==> config.mk <==
export PLATFORM = sky130hd
export DESIGN_NAME = arhf_formatter
export DESIGN_NICKNAME = d
export VERILOG_FILES = /design/src/hw/arhf_formatter.v /design/src/hw/arhf_fifo.v
export VERILOG_INCLUDE_DIRS = /design/src /design/src/hw
export SDC_FILE = /design/constraint.sdc
export NUM_CORES = 1
export LEC_CHECK = 0
export BUFFER_PORTS_ARGS = -buffer_cell sky130_fd_sc_hd__buf_2
export CAP_MARGIN = 20
export CORE_AREA = 2 2 335 337
export DETAILED_ROUTE_END_ITERATION = 10
export DIE_AREA = 0 0 337 339
export GPL_ROUTABILITY_DRIVEN = 1
export PLACE_DENSITY_LB_ADDON = 0.3
export SLEW_MARGIN = 5
export SYNTH_ARGS = -nofsm -noshare
export SYNTH_HDL_FRONTEND = slang
export SYNTH_SLANG_ARGS = --single-unit
==> constraint.sdc <==
create_clock -name mclk -period 13.8 [get_ports mclk]
set_input_delay 0.69 -clock mclk [delete_from_list [all_inputs] [get_ports mclk]]
set_output_delay 0.69 -clock mclk [all_outputs]
set_load 0.005 [all_outputs]
==> src/hw/arhf_regs.vh <==
/*
 * constants for the asynchronous receive header formatter: status codes,
 * speed codes, field positions and transaction codes of stored entries.
 * assumes a plain verilog-2005 tool flow; included by bare name.
 */
`ifndef ARHF_REGS_VH
`define ARHF_REGS_VH

// ----------------------------------------------------------------------
// status codes
// ----------------------------------------------------------------------
`define ARHF_ST_ACK_COMPLETE  4'h0
`define ARHF_ST_NO_ACK        4'h1
`define ARHF_ST_PTR_FETCH     4'h9
`define ARHF_ST_RCODE_BAD     4'ha
`define ARHF_ST_RSVD_LO       4'hb

// ----------------------------------------------------------------------
// speed codes and misc values
// ----------------------------------------------------------------------
`define ARHF_SPD_100          2'h0
`define ARHF_SPD_200          2'h1
`define ARHF_SPD_400          2'h2
`define ARHF_SPD_UNDEF        2'h3
`define ARHF_PRIOR_CABLE      4'h0
`define ARHF_RCODE_COMPLETE   4'h0

// ----------------------------------------------------------------------
// transaction codes
// ----------------------------------------------------------------------
`define ARHF_TC_WRQ_QUAD      4'h0
`define ARHF_TC_WRQ_BLK       4'h1
`define ARHF_TC_WR_RESP       4'h2
`define ARHF_TC_RRQ_QUAD      4'h4
`define ARHF_TC_RRQ_BLK       4'h5
`define ARHF_TC_RD_RESP_QUAD  4'h6
`define ARHF_TC_RD_RESP_BLK   4'h7
`define ARHF_TC_LOCK_RQ       4'h9
`define ARHF_TC_LOCK_RESP     4'hb

// ----------------------------------------------------------------------
// field positions
// ----------------------------------------------------------------------
`define ARHF_Q0_STATUS_LSB    28
`define ARHF_Q0_SPD_LSB       16
`define ARHF_Q1_TLABEL_LSB    10
`define ARHF_Q1_RETRY_LSB     8
`define ARHF_Q1_TCODE_LSB     4
`define ARHF_Q2_RCODE_LSB     12
`define ARHF_ID_NODE_W        6
`define ARHF_LEN_LSB          16
`define ARHF_QUAD_BYTES       16'h0004
`define ARHF_HDR_N_QUAD       3'h4
`define ARHF_HDR_N_BLK        3'h5

`endif

==> src/hw/arhf_formatter.v <==
/*
 * asynchronous receive header formatter: takes one received packet's
 * decoded fields plus its payload quadlets and writes the stored entry
 * into the receive fifo, header quadlets first, data after.
 * assumes the link core holds pkt_* stable while pkt_valid is high and
 * until pkt_ready; payload quadlets are offered one by one on dat_*.
 */
`timescale 1ns/100ps
`include "arhf_regs.vh"
module arhf_formatter #(
    parameter FIFO_DEPTH = 32,
    parameter FIFO_AW    = 5
) (
    input  wire         mclk,
    input  wire         resetn,
    input  wire         pkt_valid,
    output wire         pkt_ready,
    input  wire         pkt_block,
    input  wire         pkt_ptr_fetch,
    input  wire         pkt_no_ack,
    input  wire [3:0]   pkt_status_in,
    input  wire [1:0]   pkt_spd,
    input  wire [3:0]   pkt_ack,
    input  wire [9:0]   pkt_dst_bus,
    input  wire [5:0]   pkt_dst_node,
    input  wire [9:0]   pkt_src_bus,
    input  wire [5:0]   pkt_src_node,
    input  wire [5:0]   pkt_tlabel,
    input  wire [1:0]   retry_code,
    input  wire [3:0]   pkt_tcode,
    input  wire [3:0]   pkt_rcode,
    input  wire [47:0]  pkt_offset,
    input  wire [15:0]  pkt_length,
    input  wire [15:0]  pkt_ext_tcode,
    input  wire         dat_valid,
    output wire         dat_ready,
    input  wire [31:0]  dat_quad,
    output wire         async_receive_fifo_valid,
    input  wire         async_receive_fifo_ready,
    output wire [31:0]  async_receive_fifo_data,
    output wire         fifo_full,
    output wire         fifo_empty,
    output reg          entry_done,
    output reg  [3:0]   last_status_q
);
    // ----------------------------------------------------------------------
    // states
    // ----------------------------------------------------------------------
    localparam S_IDLE = 4'b0001;
    localparam S_HDR  = 4'b0010;
    localparam S_DATA = 4'b0100;
    localparam S_DONE = 4'b1000;

    // ----------------------------------------------------------------------
    // decode helpers
    // ----------------------------------------------------------------------
    function has_data;
        input [3:0] tc;
        begin
            case (tc)
                `ARHF_TC_WRQ_QUAD,
                `ARHF_TC_WRQ_BLK,
                `ARHF_TC_RD_RESP_QUAD,
                `ARHF_TC_RD_RESP_BLK,
                `ARHF_TC_LOCK_RQ,
                `ARHF_TC_LOCK_RESP: has_data = 1'b1;
                default:            has_data = 1'b0;
            endcase
        end
    endfunction

    function is_resp;
        input [3:0] tc;
        begin
            is_resp = (tc == `ARHF_TC_WR_RESP) ||
                      (tc == `ARHF_TC_RD_RESP_QUAD) ||
                      (tc == `ARHF_TC_RD_RESP_BLK) ||
                      (tc == `ARHF_TC_LOCK_RESP);
        end
    endfunction

    // ----------------------------------------------------------------------
    // status selection
    // ----------------------------------------------------------------------
    reg [3:0] status_d;
    always @* begin
        if (pkt_ptr_fetch)
            status_d = `ARHF_ST_PTR_FETCH;
        else if (is_resp(pkt_tcode) &&
                 pkt_rcode != `ARHF_RCODE_COMPLETE)
            status_d = `ARHF_ST_RCODE_BAD;
        else if (pkt_no_ack)
            status_d = `ARHF_ST_NO_ACK;
        else if (pkt_status_in >= `ARHF_ST_RSVD_LO)
            status_d = `ARHF_ST_ACK_COMPLETE;
        else
            status_d = pkt_status_in;
    end

    // undefined speed is replaced by ARHF_SPD_100 rather than stored
    wire [1:0] spd_w = (pkt_spd == `ARHF_SPD_UNDEF) ?
                       `ARHF_SPD_100 : pkt_spd;

    // ----------------------------------------------------------------------
    // header quadlets
    // ----------------------------------------------------------------------
    wire [31:0] q0 = ({28'h0000000, status_d} << `ARHF_Q0_STATUS_LSB)
                   | ({30'h00000000, spd_w} << `ARHF_Q0_SPD_LSB)
                   | {28'h0000000, pkt_ack};
    wire [15:0] dst_id = {pkt_dst_bus, pkt_dst_node};
    wire [15:0] src_id = {pkt_src_bus, pkt_src_node};
    wire [15:0] q1_lo  = ({10'h000, pkt_tlabel} << `ARHF_Q1_TLABEL_LSB)
                       | ({14'h0000, retry_code} << `ARHF_Q1_RETRY_LSB)
                       | ({12'h000, pkt_tcode} << `ARHF_Q1_TCODE_LSB)
                       | {12'h000, `ARHF_PRIOR_CABLE};
    wire [31:0] q1 = {dst_id, q1_lo};
    wire [15:0] q2_lo = is_resp(pkt_tcode) ?
                       ({12'h000, pkt_rcode} << `ARHF_Q2_RCODE_LSB) :
                       pkt_offset[47:32];
    wire [31:0] q2 = {src_id, q2_lo};
    wire [31:0] q3 = pkt_offset[31:0];
    // write responses carry no length; count is payload bytes only
    wire        len_used = (pkt_tcode != `ARHF_TC_WR_RESP);
    wire [31:0] q4 = {len_used ? pkt_length : 16'h0000,
                      pkt_ext_tcode};

    wire [2:0] nhdr = pkt_block ? `ARHF_HDR_N_BLK : `ARHF_HDR_N_QUAD;
    wire [15:0] dq_cnt = pkt_block ?
                       ((pkt_length + `ARHF_QUAD_BYTES - 16'h0001) >> 2) :
                       16'h0001;

    // ----------------------------------------------------------------------
    // sequencer
    // ----------------------------------------------------------------------
    reg [3:0]  state_q;
    reg [2:0]  hidx_q;
    reg [15:0] dleft_q;
    wire       f_in_ready;
    reg        f_valid;
    reg [31:0] f_data;

    always @* begin
        f_valid = 1'b0;
        f_data  = 32'h00000000;
        case (state_q)
            S_HDR: begin
                f_valid = 1'b1;
                case (hidx_q)
                    3'h0:    f_data = q0;
                    3'h1:    f_data = q1;
                    3'h2:    f_data = q2;
                    3'h3:    f_data = q3;
                    default: f_data = q4;
                endcase
            end
            S_DATA: begin
                f_valid = dat_valid;
                f_data  = dat_quad;
            end
            default: f_valid = 1'b0;
        endcase
    end

    assign dat_ready = (state_q == S_DATA) && f_in_ready;
    assign pkt_ready = (state_q == S_DONE);

    always @(posedge mclk or negedge resetn) begin
        if (!resetn) begin
            state_q       <= S_IDLE;
            hidx_q        <= 3'h0;
            dleft_q       <= 16'h0000;
            entry_done    <= 1'b0;
            last_status_q <= 4'h0;
        end else begin
            entry_done <= 1'b0;
            case (state_q)
                S_IDLE: begin
                    hidx_q <= 3'h0;
                    if (pkt_valid) begin
                        state_q       <= S_HDR;
                        last_status_q <= status_d;
                        dleft_q <= has_data(pkt_tcode) ? dq_cnt : 16'h0000;
                    end
                end
                S_HDR: begin
                    if (f_in_ready) begin
                        if (hidx_q == nhdr - 3'h1)
                            state_q <= (dleft_q != 16'h0000) ?
                                       S_DATA : S_DONE;
                        else
                            hidx_q <= hidx_q + 3'h1;
                    end
                end
                S_DATA: begin
                    if (dat_valid && f_in_ready) begin
                        dleft_q <= dleft_q - 16'h0001;
                        if (dleft_q == 16'h0001)
                            state_q <= S_DONE;
                    end
                end
                S_DONE: begin
                    entry_done <= 1'b1;
                    state_q    <= S_IDLE;
                end
                default: state_q <= S_IDLE;
            endcase
        end
    end

    // ----------------------------------------------------------------------
    // receive fifo; back-pressure stalls the sequencer
    // ----------------------------------------------------------------------
    arhf_fifo #(
        .W  (32),
        .D  (FIFO_DEPTH),
        .AW (FIFO_AW)
    ) u_fifo (
        .mclk      (mclk),
        .resetn    (resetn),
        .in_valid  (f_valid),
        .in_ready  (f_in_ready),
        .in_data   (f_data),
        .out_valid (async_receive_fifo_valid),
        .out_ready (async_receive_fifo_ready),
        .out_data  (async_receive_fifo_data),
        .full      (fifo_full),
        .empty     (fifo_empty)
    );
endmodule // arhf_formatter

==> src/hw/arhf_fifo.v <==
/*
 * synchronous fifo, parameterised width and depth, registered read data.
 * assumes one clock and an asynchronous active-low reset.
 */
`timescale 1ns/100ps
module arhf_fifo #(
    parameter W  = 32,
    parameter D  = 32,
    parameter AW = 5
) (
    input  wire          mclk,
    input  wire          resetn,
    input  wire          in_valid,
    output wire          in_ready,
    input  wire [W-1:0]  in_data,
    output reg           out_valid,
    input  wire          out_ready,
    output reg  [W-1:0]  out_data,
    output wire          full,
    output wire          empty
);
    reg [W-1:0] mem [0:D-1];
    reg [AW:0]  wr_q;
    reg [AW:0]  rd_q;
    wire [AW:0] cnt    = wr_q - rd_q;
    wire        mem_e  = (cnt == {(AW+1){1'b0}});
    wire        load   = !mem_e && (!out_valid || out_ready);

    assign full     = (cnt == D[AW:0]);
    assign in_ready = !full;
    assign empty    = mem_e && !out_valid;

    always @(posedge mclk) begin
        if (in_valid && in_ready)
            mem[wr_q[AW-1:0]] <= in_data;
    end

    always @(posedge mclk or negedge resetn) begin
        if (!resetn) begin
            wr_q      <= {(AW+1){1'b0}};
            rd_q      <= {(AW+1){1'b0}};
            out_valid <= 1'b0;
            out_data  <= {W{1'b0}};
        end else begin
            if (in_valid && in_ready)
                wr_q <= wr_q + 1'b1;
            if (load) begin
                out_data  <= mem[rd_q[AW-1:0]];
                rd_q      <= rd_q + 1'b1;
                out_valid <= 1'b1;
            end else if (out_ready) begin
                out_valid <= 1'b0;
            end
        end
    end
endmodule // arhf_fifo

; Word level (Yosys, flattened, before mapping)
; Memories as Yosys holds them, arrays and structs flattened. A register that Yosys moved wholly into a read port is not among the register bits.
; Index checks and enable logic that the tools add are counted.
[word_totals]
n_memories = 1
reg_bits = 41
wordCells = 107
mem_bits_rw = 1024
[memory_table]
columns = memory, depth, word_bits, read_ports, rd_ports_with_merged_regs, write_ports, line_no
row1 = u_fifo.mem, 32, 32, 1, 1, 1, arhf_fifo.v:22  ; reg [W-1:0] mem [0:D-1];
[classes]
eq_ne = 24
reduce_logical = 27
order_cmp = 1
mux = 34
n_addsub = 8
bitwise_logic = 4
[op_table]
columns = cell, count
row1 = one-hot mux 32 bit (4 select lines), 1
row2 = two-way mux 16 bit, 4
row3 = one-hot mux 32 bit (2 select lines), 1
row4 = two-way mux 4 bit, 10
row5 = bitwise OR 32 x 18 -> 32 bit, 1
row6 = bitwise OR 32 x 4 -> 32 bit, 1
row7 = one-hot mux 16 bit (2 select lines), 1
row8 = subtractor 16 x 1 -> 16 bit (second input constant), 2
row9 = two-way mux 14 bit, 2
row10 = adder 16 x 3 -> 16 bit (second input constant), 1
row11 = equality test 16 x 1 -> 1 bit (second input constant), 1
row12 = bitwise OR 16 x 10 -> 16 bit, 1
row13 = bitwise OR 16 x 8 -> 16 bit, 1
row14 = nonzero test 16 bit, 1
row15 = adder 6 x 1 -> 6 bit (second input constant), 2
row16 = equality test 4 x 3 -> 1 bit (second input constant), 3
row17 = equality test 4 bit (second input constant), 3
row18 = one-hot mux 4 bit (3 select lines), 1
row19 = two-way mux 1 bit, 9
row20 = equality test 4 x 1 -> 1 bit (second input constant), 2
row21 = equality test 4 x 2 -> 1 bit (second input constant), 2
row22 = != test 2 bit (second input constant), 4
row23 = equality test 3 x 2 -> 1 bit (second input constant), 2
row24 = equality test 6 bit (second input constant), 1
row25 = 25 further kinds, 41

; Longest topological paths before layout
[logic_depth]
depth_word = 11
depth_mapped = 13
ltp_nobuf = 9

; Modules after synthesis
; Synthesis repeated with hierarchy kept, for this count alone.
[unflattened]
cells_unflattened = 2120
area_unflattened_um2 = 43339.1
[modules_own_cells]
columns = mod, seq_area_each_um2, area_per_inst_um2, cells_each, instances
row1 = arhf_fifo, 31875.6, 40262.4, 1732, 1
row2 = arhf_formatter, 701.9, 3076.7, 388, 1

; Least setup slack after synthesis
; OpenSTA, ideal clock, no wires.
[synth_path]
path_type = reg-to-reg
start = register u_fifo.rd_q[2]
end = memory u_fifo.mem[15][0] (enable)
arrival_time_ps = 4268
synth_period_minus_slack_ps = 4689
required_time_ps = 13379
stages_incl_launch_ff = 11
slack_ps = 9111
setup_time_ps = 421
path_buffers = 2
path_cell_list = dfrtp_1 > inv_1 > buf_2 > buf_1 > ha_1 > o21ai_1 > a21oi_2 > o311a_1 > o221ai_2 > nand3_1 > nor2_1
[synth_via]
elab_chain_len = 6
[synth_lines]
columns = item, line_no
row1 = from (decl), arhf_fifo.v:24  ; reg [AW:0] rd_q;
row2 = from (signal assigned), arhf_fifo.v:41  ; rd_q <= {(AW+1){1'b0}};
row3 = from (signal assigned), arhf_fifo.v:49  ; rd_q <= rd_q + 1'b1;
row4 = subtractor 6 bit, arhf_fifo.v:25  ; wire [AW:0] cnt = wr_q - rd_q;
row5 = equality test 6 bit, arhf_fifo.v:29  ; assign full = (cnt == D[AW:0]);
row6 = logical NOT 1 bit, arhf_fifo.v:30  ; assign in_ready = !full;
row7 = logical AND 1 bit, arhf_fifo.v:34  ; if (in_valid && in_ready)
row8 = two-way mux 1 bit, arhf_fifo.v:34
row9 = two-way mux 1 bit (implied by the code), arhf_fifo.v:35  ; mem[wr_q[AW-1:0]] <= in_data;
row10 = to (decl), arhf_fifo.v:22
; Every way passes these cells.

; Worst setup path in the final report
[layout_path]
start = register u_fifo.rd_q[3]
end = memory u_fifo.mem[27][24] (enable)
; Same word-level chain as after synthesis.

==> metrics.md <==
| Metric | Value |
|---|---|
| Worst setup SP type | register |
| Fraction of layout cells with a size suffix above 1 | 35.50% |
| Total power | 10290 uW |
| Slowest library cell on the worst path | nor2_4 |
| DIE HEIGHT | 339 um |
| Period utilisation layout | 42.70% |
| Post-synth top area cell | edfxtp_1 |
| Post-CTS setup buffer count | 0 |
| Synth warnings | 0 |
| Via density | 5.700 |
| Switching share of total power | 31.63% |
| Gpl congestion | 0.9935 |
| Row count | 122 |
| Maximum clock path buffer count | 3 |
| Die span in x | 337 um |
| Setup crit end kind | register |
| Clock slew at reported path FFs | 70 ps |
| CTS tree | done |
| Post-synthesis sequential area ratio | 73.96% |
| Initial Utilization | 39.91% |
| Clock Power Share | 28.5% |
| Crit path time final | 5893 ps |
| Pwr/cell area | 200.5 nW/um2 |
| Worst hold-check path type | input port to register |
| Avg Inst Size Synth | 20.74 um2 |
| Final ANT Viol Nets | 0 |
| Core ar. | 110400 um2 |
| Internal | 7035 uW |
| Worst path cell trace | inv_2, ha_1, o21ai_1, a21oi_2, o311a_1, o221ai_2, nand3_1, nor2_4 |
| Worst path bufs/invs | 1 |
| Final hold vios | 0 |
| Max-cap viol count | 0 |
| Total Routing Usage GR | 18.89% |
| Final worst slack | 7907 ps |
| Via count | 22720 |
| Final wirelength | 107.7 mm |
| Setup WS pre-CTS | 7883 ps |
| I/O Buffers | 219 |
| Overflow after GRT | 0 |
| Worst Path Max Fanout | 35 |
| Unrepaired setup endpoints after global routing | false |
| IO Count | 220 |
| Layout area overhead | 16.51% |
| Net switching power | 3254 uW |
| Cell family with the largest share of critical-path delay | simple AND/OR/NAND/NOR gates |
| Ys async rst share | 6.655% |
| Actual slew at the worst max-slew pin | 1094 ps |
| Clock sink count | 1097 |
| Pin count of the biggest net entering global routing | 115 |
| Ys flop type | edfxtp_1 |
| Full die area | 114200 um2 |
| H-tree depth | 3 |
| Critical Path RT | 14070 ps |
| #FFs+latches synth | 1097 |
| Crit path DAT | 6160 ps |
| Vias in the first global route | 23040 |
| Synth top area cells | edfxtp_1, mux4_2, dfrtp_1 |
| Top-area cell type share of the netlist area | 69.81% |
| Setup TNS Final | 0 ps |
| Peak VDD IR | 0.2155 mV |
| Root Driver | clkbuf_16 |
| Per-cell routed wire length | 27.01 um |
| Final Util | 46.50% |
| Detail Placement HPWL | 69.52 mm |
| Mapped Nets | 2319 |
| Crit path kind | register to register |
| Status | complete, no violations |
| Post-Synthesis Cell Area | 44050 um2 |
| Total CTS buffers | 107 |
| Worst Skew | 34.45 ps |
| Seq pwr share | 40.4% |
| Mapped Cells | 2124 |
| Relative slew slack | 26.91% |
| Max-slew violations | 0 |
| Post-synth EDFFs | 1024 |
| Post-CTS Resized | 0 |
| Final nets | 2598 |
| Fmax | 169.7 MHz |
| Clock latency on the worst-skew pair | 680 ps |
| 1st-pass router iterations | 7 |
| First-pass GRT wire length | 158.5 mm |
| Yosys cell types | 72 |
| Leak | 0.01694 uW |
| Comb power frac | 31.1% |
| Drc violations | 0 |
| Critical path's largest stage delay | 1160 ps |
| Final setup viols | 0 |
| Initial antenna violation count | 6 |
| DRT iter0 DRCs | 2807 |
[routing by layer]
layer,part of all wire [%],GRT usage [%],vias to the layer above
met5,0.012,0,-
met4,2.4,4.753,2
met3,7.3,3.415,155
met2,46,28.25,1035
met1,45,28.68,12080
li1,-,-,9454
[stage by stage]
step	instances	hold slack [ps]	area, um2
after global placement	3760	459.9	47230
after floorplan	2124	394.4	44050
after global routing	3986	405.6	51320
after detailed placement	3771	475.2	47460
final	3986	425.3	51320
after CTS	3974	381.7	51050
[cell usage after synthesis (3+ instances only)]
cell / instances
a21boi_0: 22
a21oi_1: 17
a222oi_1: 30
a22o_1: 7
a22oi_1: 3
a32oi_1: 3
and2_1: 3
and3_1: 4
and4_1: 3
buf_1: 20
buf_2: 18
buf_4: 8
buf_6: 7
clkbuf_1: 61
dfrtp_1: 72
edfxtp_1: 1024
ha_1: 17
inv_1: 16
mux2_1: 4
mux2_2: 33
mux2i_1: 7
mux4_2: 320
nand2_1: 172
nand2b_1: 3
nand3_1: 19
nand3b_1: 6
nand4_1: 3
nor2_1: 50
nor2b_1: 8
nor3_1: 13
nor4_1: 5
nor4b_1: 3
o211ai_1: 9
o21ai_0: 43
o221ai_1: 10
o311ai_0: 3
o32a_1: 3
or2_2: 3
or3_1: 7
xnor2_1: 14
xor2_1: 13
[final cells by class]
class,instances,area (um2)
Timing Repair Buffer,284,1934
Antenna cell,2,5.005
Fill cell,9128,59040
Tap cell,1488,1862
Clock buffer,142,2920
Sequential cell,1097,32590
Inverter,19,73.82
Clock inverter,60,655.6
Multi-Input combinational cell,894,11280
[power groups by stage]
stage          clock [uW]  sequential, uW  combinational (uW)
2_1_floorplan           0            4110                2190
3_3_place_gp            0            4220                3150
3_5_place_dp            0            4230                3220
4_1_cts              2990            4160                3230
5_1_grt              3120            4180                3430
6_report             2940            4150                3200
[cell families after synthesis]
logic type	Yosys count	synth area share, %
compound gates	175	3.031
xor+xnor	27	0.5369
simple gates	311	3.153
fa+ha+maj	17	0.4829
buf+inv	133	1.372
flops	1097	73.96
mux	364	17.47
[state kept, by name, summed over array words and instances (netlist names)]
register	count
entry_done	1
u_fifo.out_valid	1
state_q	4
u_fifo.out_data	32
hidx_q	3
dleft_q	16
u_fifo.mem	1024
last_status_q	4
u_fifo.rd_q	6
u_fifo.wr_q	6
[worst reg2reg max path: stages (launching register included)]
cell and delay, ps:
dfrtp_2 990, inv_2 700, ha_1 570, o21ai_1 130, a21oi_2 80, o311a_1 380, o221ai_2 550, nand3_1 910
nor2_4 1160
[layout by cell type (no fill, tap or decap), types with 17 or more instances in the layout]
cell	synthesis	final
a222oi_1	30	30
dfrtp_1	72	68
a21boi_0	22	22
nand3_1	19	19
clkinv_2	0	27
nor2_1	50	18
mux2_2	33	33
buf_2	18	218
clkbuf_1	61	25
mux4_2	320	320
nand2_1	172	172
edfxtp_1	1024	1024
buf_4	8	43
ha_1	17	17
nor2_4	0	33
o21ai_0	43	18
clkbuf_16	0	108
[timing repair]
action / 4_1_cts / 5_1_grt
endpoints found under the setup margin: 0 / 0
endpoints found under the hold margin: 13 / 0
hold buffers: 1 / 0
[worst paths after layout]
check                      cells after the start  slack, ps                             end                  startpoint
max in group asynchronous                      3      11890      u_fifo.rd_q[0]$_DFFE_PN0P_                      resetn
max reg2reg                                    8       7910    u_fifo.mem[27][24]$_DFFE_PP_  u_fifo.rd_q[3]$_DFFE_PN0P_
min in group asynchronous                      2        560  u_fifo.out_data[0]$_DFFE_PN0P_                      resetn
max                                            8       7910    u_fifo.mem[27][24]$_DFFE_PP_  u_fifo.rd_q[3]$_DFFE_PN0P_
min reg2reg                                    1        490      u_fifo.wr_q[5]$_DFFE_PN0P_  u_fifo.wr_q[5]$_DFFE_PN0P_
min                                            3        430    last_status_q[0]$_DFFE_PN0P_               pkt_ptr_fetch
(Power assumes the default switching activity.)
